**config.mk**
```make
export PLATFORM = sky130hd
export DESIGN_NAME = ssp_port
export DESIGN_NICKNAME = d
export VERILOG_FILES = /design/src/hdl/ssp_port.v
export VERILOG_INCLUDE_DIRS = /design/src /design/src/hdl
export SDC_FILE = /design/constraint.sdc
export NUM_CORES = 1
export LEC_CHECK = 0
export BUFFER_PORTS_ARGS = -buffer_cell sky130_fd_sc_hd__clkbuf_2
export CAP_MARGIN = 20
export CORE_MARGIN = 4
export CORE_UTILIZATION = 45
export CTS_CLUSTER_SIZE = 8
export DETAILED_ROUTE_END_ITERATION = 10
export GPL_TIMING_DRIVEN = 0
export PLACE_DENSITY = 0.78
export SETUP_SLACK_MARGIN = 0.15
export SLEW_MARGIN = 20
export SYNTH_ARGS = -nofsm -noshare
export SYNTH_HDL_FRONTEND = slang
export SYNTH_SLANG_ARGS = --single-unit
export TNS_END_PERCENT = 20
```
**constraint.sdc**
```tcl
create_clock -name clk -period 3.3 [get_ports clk]
set_input_delay 0.495 -clock clk [delete_from_list [all_inputs] [get_ports clk]]
set_output_delay 0.495 -clock clk [all_outputs]
set_load 0.005 [all_outputs]
```
**src/hdl/ssp_defs.vh**
```
// constants and register map of the synchronous slave serial port
// Function
// - slave mode when clocked link select set and clock source select clear
// - both receive enables clear means transmitter, either set means receiver
// - port runs only while port enable set; clearing disables it
// - first of two written characters moves to shift register at once
// - second character waits in holding register, empty flag stays clear
// - after shift-out, pending character moves to shift register; flag sets in the same cycle
// - empty flag with transmit and peripheral enables raises wake and interrupt
// - ninth transmit bit set before writing low eight bits starts transfer
// - transmission only while transmit enable is set
// - continuous receive keeps receiver live; single receive enable ignored
// - full received character moves to receive data register, also in sleep
// - ninth receive bit shown in status; read it before the data register
// - ready flag sets on full character; interrupt if receive enable set
// - overrun cleared by clearing continuous receive or port enable
// - only slave mode shifts during sleep
// - slave shift registers clocked only by external clock pin
// - reading data register unloads characters; ready clears when none remain
// - in sleep data and clock accepted; full character sets ready and wakes
// - writing the holding register clears the empty flag
// - after wake execution continues; global enable vectors to 004h
// - slave transmit in sleep takes clocks and drives data pin
// - pin functions relocatable by remap register, defaults after reset
// - data changes on leading edge, sampled on trailing edge
// - receive buffer holds two characters, oldest shown, ready while any
// - third character when full sets overrun, keeps data, blocks receive
`ifndef SSP_DEFS_VH
`define SSP_DEFS_VH
`define SSP_ADDR_W 12
`define SSP_OFF_TXCTL 12'h000
`define SSP_OFF_RXCTL 12'h004
`define SSP_OFF_TXDATA 12'h008
`define SSP_OFF_RXDATA 12'h00C
`define SSP_OFF_BAUD 12'h010
`define SSP_OFF_IRQ 12'h014
`define SSP_OFF_REMAP 12'h018
// transmit control fields
`define SSP_TX_CLOCK_SOURCE_SEL 7
`define SSP_TX_NINE 6
`define SSP_TX_EN 5
`define SSP_TX_SYNC 4
`define SSP_TX_EMPTY_SR 1
`define SSP_TX_NINTH 0
// receive control fields
`define SSP_RX_PEN 7
`define SSP_RX_NINE 6
`define SSP_RX_SINGLE_RX_ENABLE 5
`define SSP_RX_CONTINUOUS_RX_ENABLE 4
`define SSP_RX_OVR 1
`define SSP_RX_NINTH 0
// interrupt control fields
`define SSP_IRQ_GIE 7
`define SSP_IRQ_PERIPHERAL_IRQ_ENABLE 6
`define SSP_IRQ_RXIE 5
`define SSP_IRQ_TX_IRQ_ENABLE 4
`define SSP_IRQ_RXF 1
`define SSP_IRQ_TXF 0
`define SSP_BAUD_IDLE 6
`define SSP_BAUD_POL 4
`define SSP_REMAP_RST 8'h00
`define SSP_VECTOR 12'h004
`define SSP_BITS8 4'h8
`define SSP_BITS9 4'h9
`define SSP_RX_FULL 2'b10
`endif

```
**src/hdl/ssp_port.v**
```verilog
// synchronous slave serial port with apb register access
//
// Decided for this implementation: the APB slave port and the address map.
`timescale 1ns/10ps
`include "ssp_defs.vh"
module ssp_port
(
  // clock and reset
  input wire clk,
  input wire rst,
  // apb slave
  input wire psel,
  input wire penable,
  input wire pwrite,
  input wire [`SSP_ADDR_W-1:0] paddr,
  input wire [31:0] pwdata,
  output reg [31:0] prdata,
  output reg pready,
  output reg pslverr,
  // link pins
  input wire clock_pin_in,
  input wire data_pin_in,
  output reg data_pin_out,
  output reg data_pin_oe,
  output reg clock_pin_oe,
  // processor side
  input wire sleep,
  output reg wake,
  output reg irq,
  output reg [11:0] irq_vector,
  output reg [7:0] pin_remap_reg
);

reg [7:0] tx_control_reg;
reg [7:0] rx_control_reg;
reg [7:0] irq_control;
reg [7:0] baud_control_reg;
reg [7:0] tx_holding_reg;
reg tx_hold_ninth;
reg tx_hold_full;
reg [8:0] tx_shift_reg;
reg tx_shift_full;
reg [3:0] tx_count;
reg tx_buffer_empty_flag;
reg [8:0] rx_shift_reg;
reg [3:0] rx_count;
reg [8:0] rx_fifo [0:1];
reg rx_head;
reg [1:0] rx_level;
reg overrun_flag;
reg ck_s1, ck_s2, ck_s3, dt_s1, dt_s2;

// register select on a word-aligned byte address
function reg_hit;
  input [`SSP_ADDR_W-1:0] a;
  input [`SSP_ADDR_W-1:0] off;
  begin
    reg_hit = (a == off);
  end
endfunction

function [7:0] sel_byte;
  input [8:0] v;
  begin
    sel_byte = v[7:0];
  end
endfunction

function data_pin_in_s;
  input v;
  begin
    data_pin_in_s = v;
  end
endfunction

// mode decode
wire port_enable = rx_control_reg[`SSP_RX_PEN];
wire continuous_rx_enable = rx_control_reg[`SSP_RX_CONTINUOUS_RX_ENABLE];
wire single_rx_enable = rx_control_reg[`SSP_RX_SINGLE_RX_ENABLE];
wire slave_mode = port_enable & tx_control_reg[`SSP_TX_SYNC] & ~tx_control_reg[`SSP_TX_CLOCK_SOURCE_SEL];
wire rx_mode = single_rx_enable | continuous_rx_enable;
wire transmit_enable = tx_control_reg[`SSP_TX_EN];
wire rx_ready_flag = (rx_level != 2'b00);
wire [3:0] tx_bits = tx_control_reg[`SSP_TX_NINE] ? `SSP_BITS9 : `SSP_BITS8;
wire [3:0] rx_bits = rx_control_reg[`SSP_RX_NINE] ? `SSP_BITS9 : `SSP_BITS8;
// polarity select flips which pin edge is leading
wire ck_now = ck_s2 ^ baud_control_reg[`SSP_BAUD_POL];
wire ck_old = ck_s3 ^ baud_control_reg[`SSP_BAUD_POL];
wire lead_edge = ck_now & ~ck_old;
wire trail_edge = ~ck_now & ck_old;
wire wr = psel & penable & pwrite;
wire rd = psel & penable & ~pwrite;
// one decode per register, shared by the write side and the pop
wire rd_data = rd & reg_hit(paddr, `SSP_OFF_RXDATA);
wire wr_hold = wr & reg_hit(paddr, `SSP_OFF_TXDATA);
wire wr_txctl = wr & reg_hit(paddr, `SSP_OFF_TXCTL);
wire wr_rxctl = wr & reg_hit(paddr, `SSP_OFF_RXCTL);
wire wr_irq = wr & reg_hit(paddr, `SSP_OFF_IRQ);
wire wr_baud = wr & reg_hit(paddr, `SSP_OFF_BAUD);
wire wr_remap = wr & reg_hit(paddr, `SSP_OFF_REMAP);
wire bad_addr = (paddr > `SSP_OFF_REMAP) | (paddr[1:0] != 2'b00);
wire rx_done = slave_mode & rx_mode & continuous_rx_enable & trail_edge & (rx_count == rx_bits - 4'h1);
wire [8:0] rx_char = rx_control_reg[`SSP_RX_NINE] ? {data_pin_in_s(dt_s2), rx_shift_reg[8:1]}
  : {1'b0, data_pin_in_s(dt_s2), rx_shift_reg[8:2]};
wire tx_active = slave_mode & ~rx_mode & transmit_enable;
wire tx_last = tx_active & tx_shift_full & trail_edge & (tx_count == tx_bits - 4'h1);
wire tx_event = tx_buffer_empty_flag & irq_control[`SSP_IRQ_TX_IRQ_ENABLE] & irq_control[`SSP_IRQ_PERIPHERAL_IRQ_ENABLE];
wire rx_event = rx_ready_flag & irq_control[`SSP_IRQ_RXIE] & irq_control[`SSP_IRQ_PERIPHERAL_IRQ_ENABLE];
// buffer moves: a pop and a store may fall in one cycle
wire rx_take = rd_data & rx_ready_flag;
wire rx_store = rx_done & ~overrun_flag & (rx_level != `SSP_RX_FULL);
wire tx_move = tx_hold_full & (~tx_shift_full | tx_last);

// link pins pass two flops; the third only delays for edge finding
always @(posedge clk or posedge rst)
begin
  if (rst)
  begin
    ck_s1 <= 1'b0;
    ck_s2 <= 1'b0;
    ck_s3 <= 1'b0;
    dt_s1 <= 1'b0;
    dt_s2 <= 1'b0;
  end
  else
  begin
    ck_s1 <= clock_pin_in;
    ck_s2 <= ck_s1;
    ck_s3 <= ck_s2;
    dt_s1 <= data_pin_in;
    dt_s2 <= dt_s1;
  end
end

// software-written control registers; status bits are read from live state
always @(posedge clk or posedge rst)
begin
  if (rst)
  begin
    tx_control_reg <= 8'h00;
    rx_control_reg <= 8'h00;
    irq_control <= 8'h00;
    baud_control_reg <= 8'h00;
    pin_remap_reg <= `SSP_REMAP_RST;
  end
  else
  begin
    if (wr_txctl)
    begin
      tx_control_reg <= {pwdata[7:2], 1'b0, pwdata[0]};
    end
    if (wr_rxctl)
    begin
      rx_control_reg <= {pwdata[7:2], 2'b00};
    end
    if (wr_irq)
    begin
      irq_control <= {pwdata[7:4], 4'h0};
    end
    if (wr_baud)
    begin
      baud_control_reg <= {3'b000, pwdata[4], 4'h0};
    end
    if (wr_remap)
    begin
      pin_remap_reg <= pwdata[7:0];
    end
  end
end

// the clock pin is never driven in slave mode; the data pin whenever the slave transmitter is enabled, idle or not
always @(posedge clk or posedge rst)
begin
  if (rst)
  begin
    data_pin_oe <= 1'b0;
    clock_pin_oe <= 1'b0;
  end
  else
  begin
    clock_pin_oe <= 1'b0;
    data_pin_oe <= tx_active;
  end
end

// transmit holding and shift registers
always @(posedge clk or posedge rst)
begin
  if (rst)
  begin
    tx_holding_reg <= 8'h00;
    tx_hold_ninth <= 1'b0;
    tx_hold_full <= 1'b0;
    tx_shift_reg <= 9'h000;
    tx_shift_full <= 1'b0;
    tx_count <= 4'h0;
    data_pin_out <= 1'b0;
  end
  else if (!port_enable)
  begin
    tx_hold_full <= 1'b0;
    tx_shift_full <= 1'b0;
    tx_count <= 4'h0;
    data_pin_out <= 1'b0;
  end
  else
  begin
    if (tx_active && tx_shift_full && lead_edge)
    begin
      data_pin_out <= tx_shift_reg[tx_count];
    end
    if (tx_active && tx_shift_full && trail_edge)
    begin
      tx_count <= tx_count + 4'h1;
    end
    if (tx_last)
    begin
      tx_count <= 4'h0;
      tx_shift_full <= 1'b0;
    end
    if (tx_move)
    begin
      tx_shift_reg <= {tx_hold_ninth, tx_holding_reg};
      tx_shift_full <= 1'b1;
      tx_hold_full <= 1'b0;
      tx_count <= 4'h0;
    end
    // a write in the cycle of a move refills the holding register at once
    if (wr_hold)
    begin
      tx_holding_reg <= pwdata[7:0];
      tx_hold_ninth <= tx_control_reg[`SSP_TX_NINE] & tx_control_reg[`SSP_TX_NINTH];
      tx_hold_full <= 1'b1;
    end
  end
end

// holding-register empty flag; a new write wins over a move in one cycle
always @(posedge clk or posedge rst)
begin
  if (rst)
  begin
    tx_buffer_empty_flag <= 1'b1;
  end
  else if (!port_enable)
  begin
    tx_buffer_empty_flag <= 1'b1;
  end
  else if (wr_hold)
  begin
    tx_buffer_empty_flag <= 1'b0;
  end
  else if (!tx_hold_full || tx_move)
  begin
    tx_buffer_empty_flag <= 1'b1;
  end
end

// receive shift register and bit counter; a cleared receive drops a partial character
always @(posedge clk or posedge rst)
begin
  if (rst)
  begin
    rx_shift_reg <= 9'h000;
    rx_count <= 4'h0;
  end
  else if (!port_enable || !continuous_rx_enable)
  begin
    rx_count <= 4'h0;
  end
  else if (rx_done)
  begin
    rx_count <= 4'h0;
  end
  else if (slave_mode && trail_edge)
  begin
    rx_shift_reg <= {dt_s2, rx_shift_reg[8:1]};
    rx_count <= rx_count + 4'h1;
  end
end

// two character receive buffer and overrun
always @(posedge clk or posedge rst)
begin
  if (rst)
  begin
    rx_fifo[0] <= 9'h000;
    rx_fifo[1] <= 9'h000;
    rx_head <= 1'b0;
    rx_level <= 2'b00;
    overrun_flag <= 1'b0;
  end
  else if (!port_enable)
  begin
    rx_level <= 2'b00;
    rx_head <= 1'b0;
    overrun_flag <= 1'b0;
  end
  else
  begin
    if (!continuous_rx_enable)
    begin
      overrun_flag <= 1'b0;
    end
    else if (rx_done && rx_level == `SSP_RX_FULL)
    begin
      overrun_flag <= 1'b1;
    end
    if (rx_store)
    begin
      rx_fifo[rx_head ^ rx_level[0]] <= rx_char;
      rx_level <= rx_level + 2'b01 - {1'b0, rx_take};
    end
    else if (rx_take)
    begin
      rx_level <= rx_level - 2'b01;
    end
    if (rx_take)
    begin
      rx_head <= ~rx_head;
    end
  end
end

// apb answer: one access cycle, error on a hole or a misaligned address
always @(posedge clk or posedge rst)
begin
  if (rst)
  begin
    pready <= 1'b0;
    pslverr <= 1'b0;
  end
  else
  begin
    pready <= psel & ~penable;
    pslverr <= psel & ~penable & bad_addr;
  end
end

// read data is captured in the setup cycle and stands through the access cycle
always @(posedge clk or posedge rst)
begin
  if (rst)
  begin
    prdata <= 32'h00000000;
  end
  else if (psel && !penable)
  begin
    prdata <= 32'h00000000;
    case (paddr)
      `SSP_OFF_TXCTL: prdata[7:0] <= {tx_control_reg[7:2], ~tx_shift_full, tx_control_reg[0]};
      `SSP_OFF_RXCTL: prdata[7:0] <= {rx_control_reg[7:2], overrun_flag, rx_fifo[rx_head][8]};
      `SSP_OFF_RXDATA: prdata[7:0] <= sel_byte(rx_fifo[rx_head]);
      `SSP_OFF_BAUD: prdata[7:0] <= {1'b0, ~(|rx_count), baud_control_reg[5:0]};
      `SSP_OFF_IRQ: prdata[7:0] <= {irq_control[7:4], 2'b00, rx_ready_flag, tx_buffer_empty_flag};
      `SSP_OFF_REMAP: prdata[7:0] <= pin_remap_reg;
      `SSP_OFF_TXDATA: prdata <= 32'h00000000;
      default: prdata <= 32'h00000000;
    endcase
  end
end

// wake and interrupt follow the enabled event levels
always @(posedge clk or posedge rst)
begin
  if (rst)
  begin
    wake <= 1'b0;
    irq <= 1'b0;
    irq_vector <= 12'h000;
  end
  else
  begin
    wake <= sleep & slave_mode & (tx_event | rx_event);
    irq <= irq_control[`SSP_IRQ_GIE] & (tx_event | rx_event);
    irq_vector <= `SSP_VECTOR;
  end
end

endmodule // ssp_port

```
==> run metrics, run 1 <==
Final setup viols 0; clk root buf clkbuf_16; top cell type's share of synthesized area around half; Max-Cap Viols 0; initial antenna violation count 0; number of port buffers 50; post-synthesis sequential area ratio 49.9%; Period minus WS final approximately 2.2 ns; Max Root-Sink Buffers 2; Max VDD drop roughly 0.00042 V; chip height between 100 and 150 µm; TritonCTS clock tree done; Hold WS 0.102 ns; die area ~14000 µm²; clock-pin transition on the worst setup and hold timing paths 0.07 ns; max reg flops 18; TritonCTS buffer count 9; origin of the critical flop-to-flop path baud_control_reg[4]; clock sink count roughly 110; final count of pins violating max slew 0; Synth Cell Area ~5300 µm²; Post CTS Setup Buffer Count 0; # hold bufs at CTS 0; leakage a little under 3 nW; number of global-route vias before repair just under 4000; EDFF count, synth 0; first-pass GRT wire length 19.6 mm; Skew-Pair Late Insertion Delay 0.35 ns; cell taking the most area after synthesis dfrtp_1; Max H-tree Level 3; Setup CP Type reg2reg; Congestion Overflow GR 0; n_diodes 0; status finished, final reports clean; vias per cell about 5.5; arrival time at the worst endpoint about 2.4 ns; Die W 116 µm; total number of vias a little under 4000; Critical Path Sink Type flop; Avg Synthesized Cell Area ~11 µm²; unrepaired setup endpoints after global routing false; DR WL/cell around 17 µm; WL final 12.3 mm; Data required, critical path 3.51 ns; Tcrit/Tclk final 66.1%; Final Hold Vio Count 0; Seq cells post-synth 105; setup TNS 0 ns; initial DRC count 251; pin count of the biggest net entering global routing 38; launching element type of the critical path flop; crit path launch baud_control_reg[4]; Crit Path Max Fanout 10; Netlist cell types between 60 and 70; synthesized instance count between 400 and 500; post-layout instance count excluding filler cells 708; Worst Clk Skew slightly above 0.006 ns; placed cell count 692; NumNets Final approximately 600; hpwl dp a little over 9 mm; hold crit path type in2async; Slew HR around 37%; area delta synth->final 17.5%; share of cells above drive strength 1 between 30% and 40%; fmax around 460 MHz; ys async rst share 100%; drt pass-1 iters 7; synth warn 0; Synth area leaders dfrtp_1 (49%), mux2_2 (11%), buf_4 (5.3%), mux2i_1 (4.2%), nand2_1 (3.4%); top_reg_cell synth dfrtp_1; Starting Density between 40% and 50%; gr usage total a little under a fifth; Worst-Margin Slew approximately 0.93 ns; PD cells slightly above 400 nW/µm²; io pins approximately 110; core area 11400 µm²; ANT nets after route 0; DRC Markers 0; PostCTS Resize Cnt 0; # rows 39; GP Congestion between 0.8 and 0.9
[stage by stage]
stage          setup WS (ns)  area, µm²  utilization, %  power, mW
2_1_floorplan           1.31       5410               -       1.41
3_3_place_gp           0.903       5840            51.1       1.46
3_5_place_dp           0.833       5900            51.6       1.47
4_1_cts                 1.14       6190            54.2       2.54
5_1_grt                0.970       6190            54.2       2.60
6_report                1.12       6190            54.2       2.52
[cell families after synthesis]
logic type | count (synthesis) | share of synthesized area [%]
flops | 105 | 49.9
simple gates | 132 | 14.8
xor+xnor | 8 | 1.33
mux | 78 | 16.6
compound gates | 68 | 8.38
fa+ha+maj | 6 | 1.42
other cells | 2 | 0.142
buf+inv | 62 | 7.48
[cell type report]
cell class                      count  area [µm²]
Fill cell                        1002        5230
Sequential cell                   105        2630
Multi-Input combinational cell    329        2380
Buffer                             52         357
Timing Repair Buffer               53         310
Clock buffer                       11         243
Tap cell                          143         179
Clock inverter                      5        53.8
Inverter                           10        41.3
[synthesized netlist by cell type, types with 6 or more instances]
| master | instances |
|---|---|
| ha_1 | 6 |
| mux2_2 | 53 |
| inv_1 | 10 |
| nand3_1 | 13 |
| o21ai_0 | 28 |
| xnor2_1 | 6 |
| mux2i_1 | 22 |
| and2_1 | 6 |
| nand4_1 | 9 |
| nand2_1 | 48 |
| clkbuf_1 | 7 |
| dfrtp_1 | 104 |
| buf_4 | 37 |
| nor2_1 | 12 |
[cell usage in the layout (no fill, tap or decap), types with 8 or more instances in the layout]
| cell | count |
|---|---|
| inv_1 | 9 |
| buf_4 | 37 |
| dfrtp_1 | 104 |
| nand4_1 | 9 |
| nand3_1 | 13 |
| o21ai_0 | 28 |
| mux2i_1 | 22 |
| clkbuf_2 | 51 |
| nand2_1 | 48 |
| mux2_2 | 53 |
| clkbuf_1 | 8 |
| nor2_1 | 12 |
| conb_1 | 37 |
| clkbuf_16 | 9 |
[power breakdown]
group | switching, mW | leakage [nW] | internal, mW | total (mW)
Sequential | 0.00273 | 1.44 | 1.29 | 1.29
Combinational | 0.0905 | 1.39 | 0.0599 | 0.150
Clock | 0.470 | 0.150 | 0.608 | 1.08
[path summary, 6_finish.rpt]
check                                       end  slack (ns)  depth (start not counted)
setup / recovery                    rx_fifo[11]        1.12                          6
hold / removal                    irq_vector[2]        0.10                          2
setup reg to reg                    rx_fifo[11]        1.12                          6
hold reg to reg                           dt_s2        0.35                          0
max in group asynchronous  tx_buffer_empty_flag        2.46                          4
min in group clk                          ck_s1        0.25                          1
[routing by layer]
metal / global-route usage [%] / up-vias / part of all wire, %
met1: 24.5 / 1896 / 41
li1: - / 1771 / -
met2: 31.0 / 166 / 48
met4: 6.34 / 0 / 2.1
met5: 0.370 / - / 0
met3: 4.46 / 29 / 8.6
[worst max-delay path, cell delays in order (launching register included)]
cell      delay [ns]
dfrtp_1         0.44
or3b_4          0.44
a21boi_2        0.26
nand4_1         0.38
buf_2           0.34
nand2_1         0.10
o21ai_0         0.09
Note: power is estimated with default switching activity, not from simulation.
==> run 2: changes to the inputs <==
==> constraint.sdc (replaced) <==
create_clock -name clk -period 1.95 [get_ports clk]
set_input_delay 0.2925 -clock clk [delete_from_list [all_inputs] [get_ports clk]]
set_output_delay 0.2925 -clock clk [all_outputs]
set_load 0.005 [all_outputs]
==> run metrics, run 2 (synthesized netlist as in run 1, its figures left out) <==
status finished, final reports clean; number of global-route vias before repair between 3000 and 4000; Max-Cap Viols 0; Clk pwr share between 40% and 50%; # rows 39; sequential power share between 50 and 60%; die area ~14000 µm²; Fill cells about 950; most frequent cells in the layout dfrtp_1 (101), buf_4 (55), clkbuf_2 (50), mux2_2 (48), nand2_1 (42); clock sink count 105; unrepaired setup endpoints after global routing true; most common cell after layout, fill and taps aside dfrtp_1; Max Root-Sink Buffers 2; core area 11400 µm²; Tcrit/Tclk final ~98%; setup TNS 0 ns; Max H-tree Level 3; initial antenna violation count 0; vias per cell roughly 5.5; NumNets Final 640; Hold Path Cell Cnt 1; Hold WS between 0.05 and 0.06 ns; area delta synth->final 24.6%; Worst Clk Skew a little over 0.006 ns; Finished Cell Area 6570 µm²; Slew HR 55.3%; slowest stage delay, CP 0.44 ns; hold path start data_pin_in; fmax between 500 and 600 MHz; TritonCTS buffer count 9; worst-path cell chain or3b_4 -> a21bo_4 -> nand4bb_1 -> clkbuf_8 -> buf_4 -> o21ai_0; clock-pin transition on the worst setup and hold timing paths about 0.070 ns; max reg flops 18; origin of the critical flop-to-flop path ck_s2; Worst-Margin Slew between 0.6 and 0.7 ns; n_diodes 0; Worst Reg-to-Reg Cells 6; initial DRC count roughly 340; RR Endpoint rx_fifo[2]; Starting Density a little under half; share of cells above drive strength 1 between 30% and 40%; Switching Share between 20% and 30%; Max VDD drop between 0.0007 and 0.0008 V; Data required, critical path between 2 and 2.5 ns; WL final between 10 and 15 mm; Skew-Pair Late Insertion Delay 0.35 ns; drt pass-1 iters 5; launching element type of the critical path flop; dpl cell area just under 6000 µm²; critical path's slowest cell or3b_4; Comb pwr share between 6 and 7%; Hold Path End dt_s1; Final setup viols 0; Final Hold Vio Count 0; total number of vias approximately 4000; arrival time at the worst endpoint 2.17 ns; hold crit path type in2reg; Critical Path Sink Type flop; io pins about 110; Congestion Overflow GR 0; hpwl dp 9.28 mm; first-pass GRT wire length slightly above 20 mm; clk root buf clkbuf_16; Psw 0.963 mW; gr usage total about a fifth; GP Congestion 0.858; Pint roughly 3.3 mW; Power Total 4.29 mW; leakage 3.17 nW; chip height 116 µm; placed cell count slightly below 700; post-layout instance count excluding filler cells between 700 and 800; Period minus WS final ~1.9 ns; DR WL/cell around 18 µm; TritonCTS clock tree done; Crit Path Max Fanout 6; DRC Markers 0; final count of pins violating max slew 0; pin count of the biggest net entering global routing 38; reg-to-reg setup timing slack ~0.042 ns; PD cells approximately 650 nW/µm²; ANT nets after route 0; Die W between 100 and 150 µm; Setup CP Type reg2reg; number of port buffers 50
==> run 2: cell count changes in the layout (fill, tap and decap cells not counted), moves of 4 or more <==
cell | previous run | this run
buf_4 | 37 | 55
mux2_2 | 53 | 48
mux2_4 | 0 | 5
nand2_1 | 48 | 42
nand2_4 | 0 | 4
o21ai_0 | 28 | 24
o21ai_2 | 0 | 5
==> run 2: area by class of cell <==
| class | count | area, µm² | area share, % |
|---|---|---|---|
| clock inverters | 5 | 53.8 | 0.819 |
| flip-flops and latches | 105 | 2630 | 40.1 |
| multi-input cells | 330 | 2550 | 38.8 |
| well taps | 143 | 179 | 2.72 |
| inverters | 10 | 41.3 | 0.629 |
| clock buffers | 11 | 243 | 3.70 |
| plain buffers | 52 | 380 | 5.79 |
| repair buffers | 74 | 488 | 7.43 |
==> run 2: per-layer routing <==
| layer | track usage [%] | wire length [µm] |
|---|---|---|
| met5 | 0.370 | 0 |
| met4 | 7.27 | 233 |
| met3 | 4.82 | 1000 |
| met2 | 32.3 | 6590 |
| met1 | 24.8 | 5360 |
==> run 2: power by group through the flow <==
stage / sequential (mW) / clock, mW / combinational (mW)
global placement: 2.23 / 0 / 0.230
detailed placement: 2.23 / 0 / 0.250
global route: 2.19 / 1.94 / 0.296
finish: 2.19 / 1.83 / 0.268
floorplan: 2.23 / 0 / 0.153
CTS: 2.19 / 1.86 / 0.257
==> run 2: worst max-delay path by stage <==
stage                         from           endpoint  slack, ns  depth (start not counted)
6_report                     ck_s2         rx_fifo[2]       0.04                          6
5_1_grt                      ck_s2         rx_fifo[2]     -0.003                          6
4_1_cts        baud_control_reg[4]         rx_fifo[3]       0.05                          7
3_5_place_dp              paddr[7]  rx_control_reg[6]      -0.31                          5
3_3_place_gp              paddr[1]  tx_holding_reg[3]      -0.24                          6
2_1_floorplan    rx_control_reg[7]    tx_shift_reg[0]       0.15                          7
==> run 2: repair_timing <==
action / CTS / global route
gates cloned: 1 / 1
resized for setup: 15 / 37
setup buffers: 7 / 12
setup endpoints to repair: 63 / 79
hold buffers: 1 / 0
pin swaps: 5 / 17
endpoints found under the hold margin: 14 / 0
==> run 2: critical path: cells and delay by family (launching register included) <==
| kind | cells | cell delay (ns) |
|---|---|---|
| compound gates | 2 | 0.42 |
| buf+inv | 2 | 0.34 |
| flops | 1 | 0.41 |
| simple gates | 2 | 0.65 |
==> run 2: through the flow <==
step                util [%]  setup slack [ns]
global placement        51.1            -0.244
floorplan                  -             0.150
detailed placement      51.6            -0.314
CTS                     55.5            0.0498
finish                  57.5            0.0419
global route            57.5          -0.00261
==> run 3: changes to the inputs <==
==> constraint.sdc (replaced) <==
create_clock -name clk -period 1.95 [get_ports clk]
set_input_delay 0.0975 -clock clk [delete_from_list [all_inputs] [get_ports clk]]
set_output_delay 0.0975 -clock clk [all_outputs]
set_load 0.005 [all_outputs]
==> run metrics, run 3 (synthesized netlist as in run 1, its figures left out) <==
clock sink count 105; Final Util between 50% and 60%; leakage between 3 and 4 nW; chip height roughly 120 µm; Finished Cell Area around 6500 µm²; Slew HR a little under two fifths; M2 GR Usage 32.4%; Worst-Margin Slew roughly 0.93 ns; worst-path cell chain or3b_4 -> a21bo_4 -> nand4bb_1 -> clkbuf_8 -> clkbuf_16 -> nand2_1 -> o21ai_1; Critical Path Sink Type flop; TritonCTS buffer count 9; Comb pwr share under 10%; reg-to-reg setup timing slack around 0.076 ns; ANT nets after route 0; Max VDD drop approximately 0.00071 V; Hold Path End tx_holding_reg[2]; Crit Path Max Fanout 6; crit path launch baud_control_reg[4]; # rows 39; sequential power share around half; DRC Markers 0; unrepaired setup endpoints after global routing true; PD cells roughly 650 nW/µm²; RR Endpoint rx_fifo[6]; pin count of the biggest net entering global routing 38; delay-heaviest family, CP simple AND/OR/NAND/NOR gates; Max Root-Sink Buffers 2; number of global-route vias before repair slightly below 4000; Psw 0.947 mW; Final Hold Vio Count 0; number of port buffers 50; Tcrit/Tclk final a little over nine tenths; Pint 3.33 mW; gr usage total between 15 and 20%; critical path's slowest cell or3b_4; Clk pwr share 42.5%; initial DRC count ~290; max reg flops 18; Setup CP Type reg2reg; arrival time at the worst endpoint about 2.1 ns; Die W ~120 µm; Switching Share around 22%; area delta synth->final 24.2%; die area between 10000 and 15000 µm²; io pins 111; Worst Clk Skew 0.00562 ns; DR WL/cell 17.8 µm; hpwl dp between 9 and 10 mm; final count of pins violating max slew 0; Max H-tree Level 3; most frequent cells in the layout dfrtp_1 (102), buf_4 (52), clkbuf_2 (50), nand2_1 (46), mux2_2 (44); met1 usage around a quarter; Final setup viols 0; Most Crowded Layer GR met2; core area 11400 µm²; first-pass GRT wire length slightly above 20 mm; met3 usage ~5.0%; Power Total approximately 4.3 mW; launching element type of the critical path flop; most common cell after layout, fill and taps aside dfrtp_1; GP Congestion 0.858; Hold WS 0.0407 ns; share of cells above drive strength 1 about 37%; clk root buf clkbuf_16; slowest stage delay, CP ~0.44 ns; Skew-Pair Late Insertion Delay 0.34 ns; n_diodes 0; Hold Path Cell Cnt 2; drt pass-1 iters 4; fmax between 500 and 600 MHz; WL final ~13 mm; hold crit path type in2reg; initial antenna violation count 0; clock-pin transition on the worst setup and hold timing paths ~0.070 ns; Starting Density 46.2%; Max-Cap Viols 0; origin of the critical flop-to-flop path baud_control_reg[4]; Worst Reg-to-Reg Cells 7; dpl cell area 5900 µm²; total number of vias slightly below 4000; Buf+Inv Stages, Crit Path 2; Data required, critical path 2.18 ns; hold path start pwdata[2]; NumNets Final ~640; Congestion Overflow GR 0; TritonCTS clock tree done; status finished, final reports clean; vias per cell 5.41; Period minus WS final 1.87 ns
==> run 3: cell count changes in the layout (fill, tap and decap cells not counted), moves of 2 or more <==
cell / change
buf_4: -3
mux2_2: -4
o21ai_1: +3
nand2_2: -2
o21ai_2: -4
mux2_4: +4
nand2_1: +4
dlygate4sd3_1: +4
nand2_4: -2
==> run 3: worst register-to-register path, stage by stage (launching register included) <==
cell,delay [ns]
dfrtp_1,0.41
or3b_4,0.44
a21bo_4,0.25
nand4bb_1,0.20
clkbuf_8,0.19
clkbuf_16,0.16
nand2_1,0.06
o21ai_1,0.06
==> run 3: layer usage <==
layer / share of wire [%] / routed length (µm)
met3: 8.2 / 1070
met2: 49 / 6380
met4: 2.1 / 269
met1: 41 / 5320
met5: 0 / 0
==> run 3: power by group through the flow <==
stage	Combinational (mW)	Sequential, mW	Clock [mW]
2_1_floorplan	0.153	2.23	0
3_3_place_gp	0.230	2.23	0
3_5_place_dp	0.250	2.23	0
4_1_cts	0.265	2.19	1.86
5_1_grt	0.297	2.19	1.93
6_report	0.269	2.19	1.81
==> run 3: stage by stage <==
step / instances / setup TNS [ns] / setup WS [ns]
after global routing: 731 / 0 / 0.0203
after global placement: 689 / -1.65 / -0.132
after detailed placement: 692 / -3.32 / -0.190
after floorplan: 496 / 0 / 0.150
final: 731 / 0 / 0.0761
after CTS: 725 / 0 / 0.102
==> run 3: how the worst max path moves through the flow <==
stage / end / slack [ns] / depth (start not counted)
6_report: rx_fifo[6] / 0.08 / 7
5_1_grt: rx_fifo[6] / 0.02 / 7
4_1_cts: rx_fifo[5] / 0.10 / 7
3_5_place_dp: rx_fifo[11] / -0.19 / 6
3_3_place_gp: rx_fifo[12] / -0.13 / 6
2_1_floorplan: tx_shift_reg[0] / 0.15 / 7
==> run 3: what timing repair did <==
action	CTS	global route
resized for setup	27	14
setup endpoints to repair	43	56
buffers inserted	11	5
pin swaps	8	10
hold endpoints to repair	19	0
hold buffers	5	0
cloned	1	1
==> run 3: final cells by class <==
type | count | area (µm²)
Clock buffer | 11 | 243
Multi-Input combinational cell | 330 | 2510
Sequential cell | 105 | 2630
Fill cell | 959 | 4870
Tap cell | 143 | 179
Inverter | 10 | 41.3
Clock inverter | 5 | 53.8
Timing Repair Buffer | 75 | 505
Buffer | 52 | 380
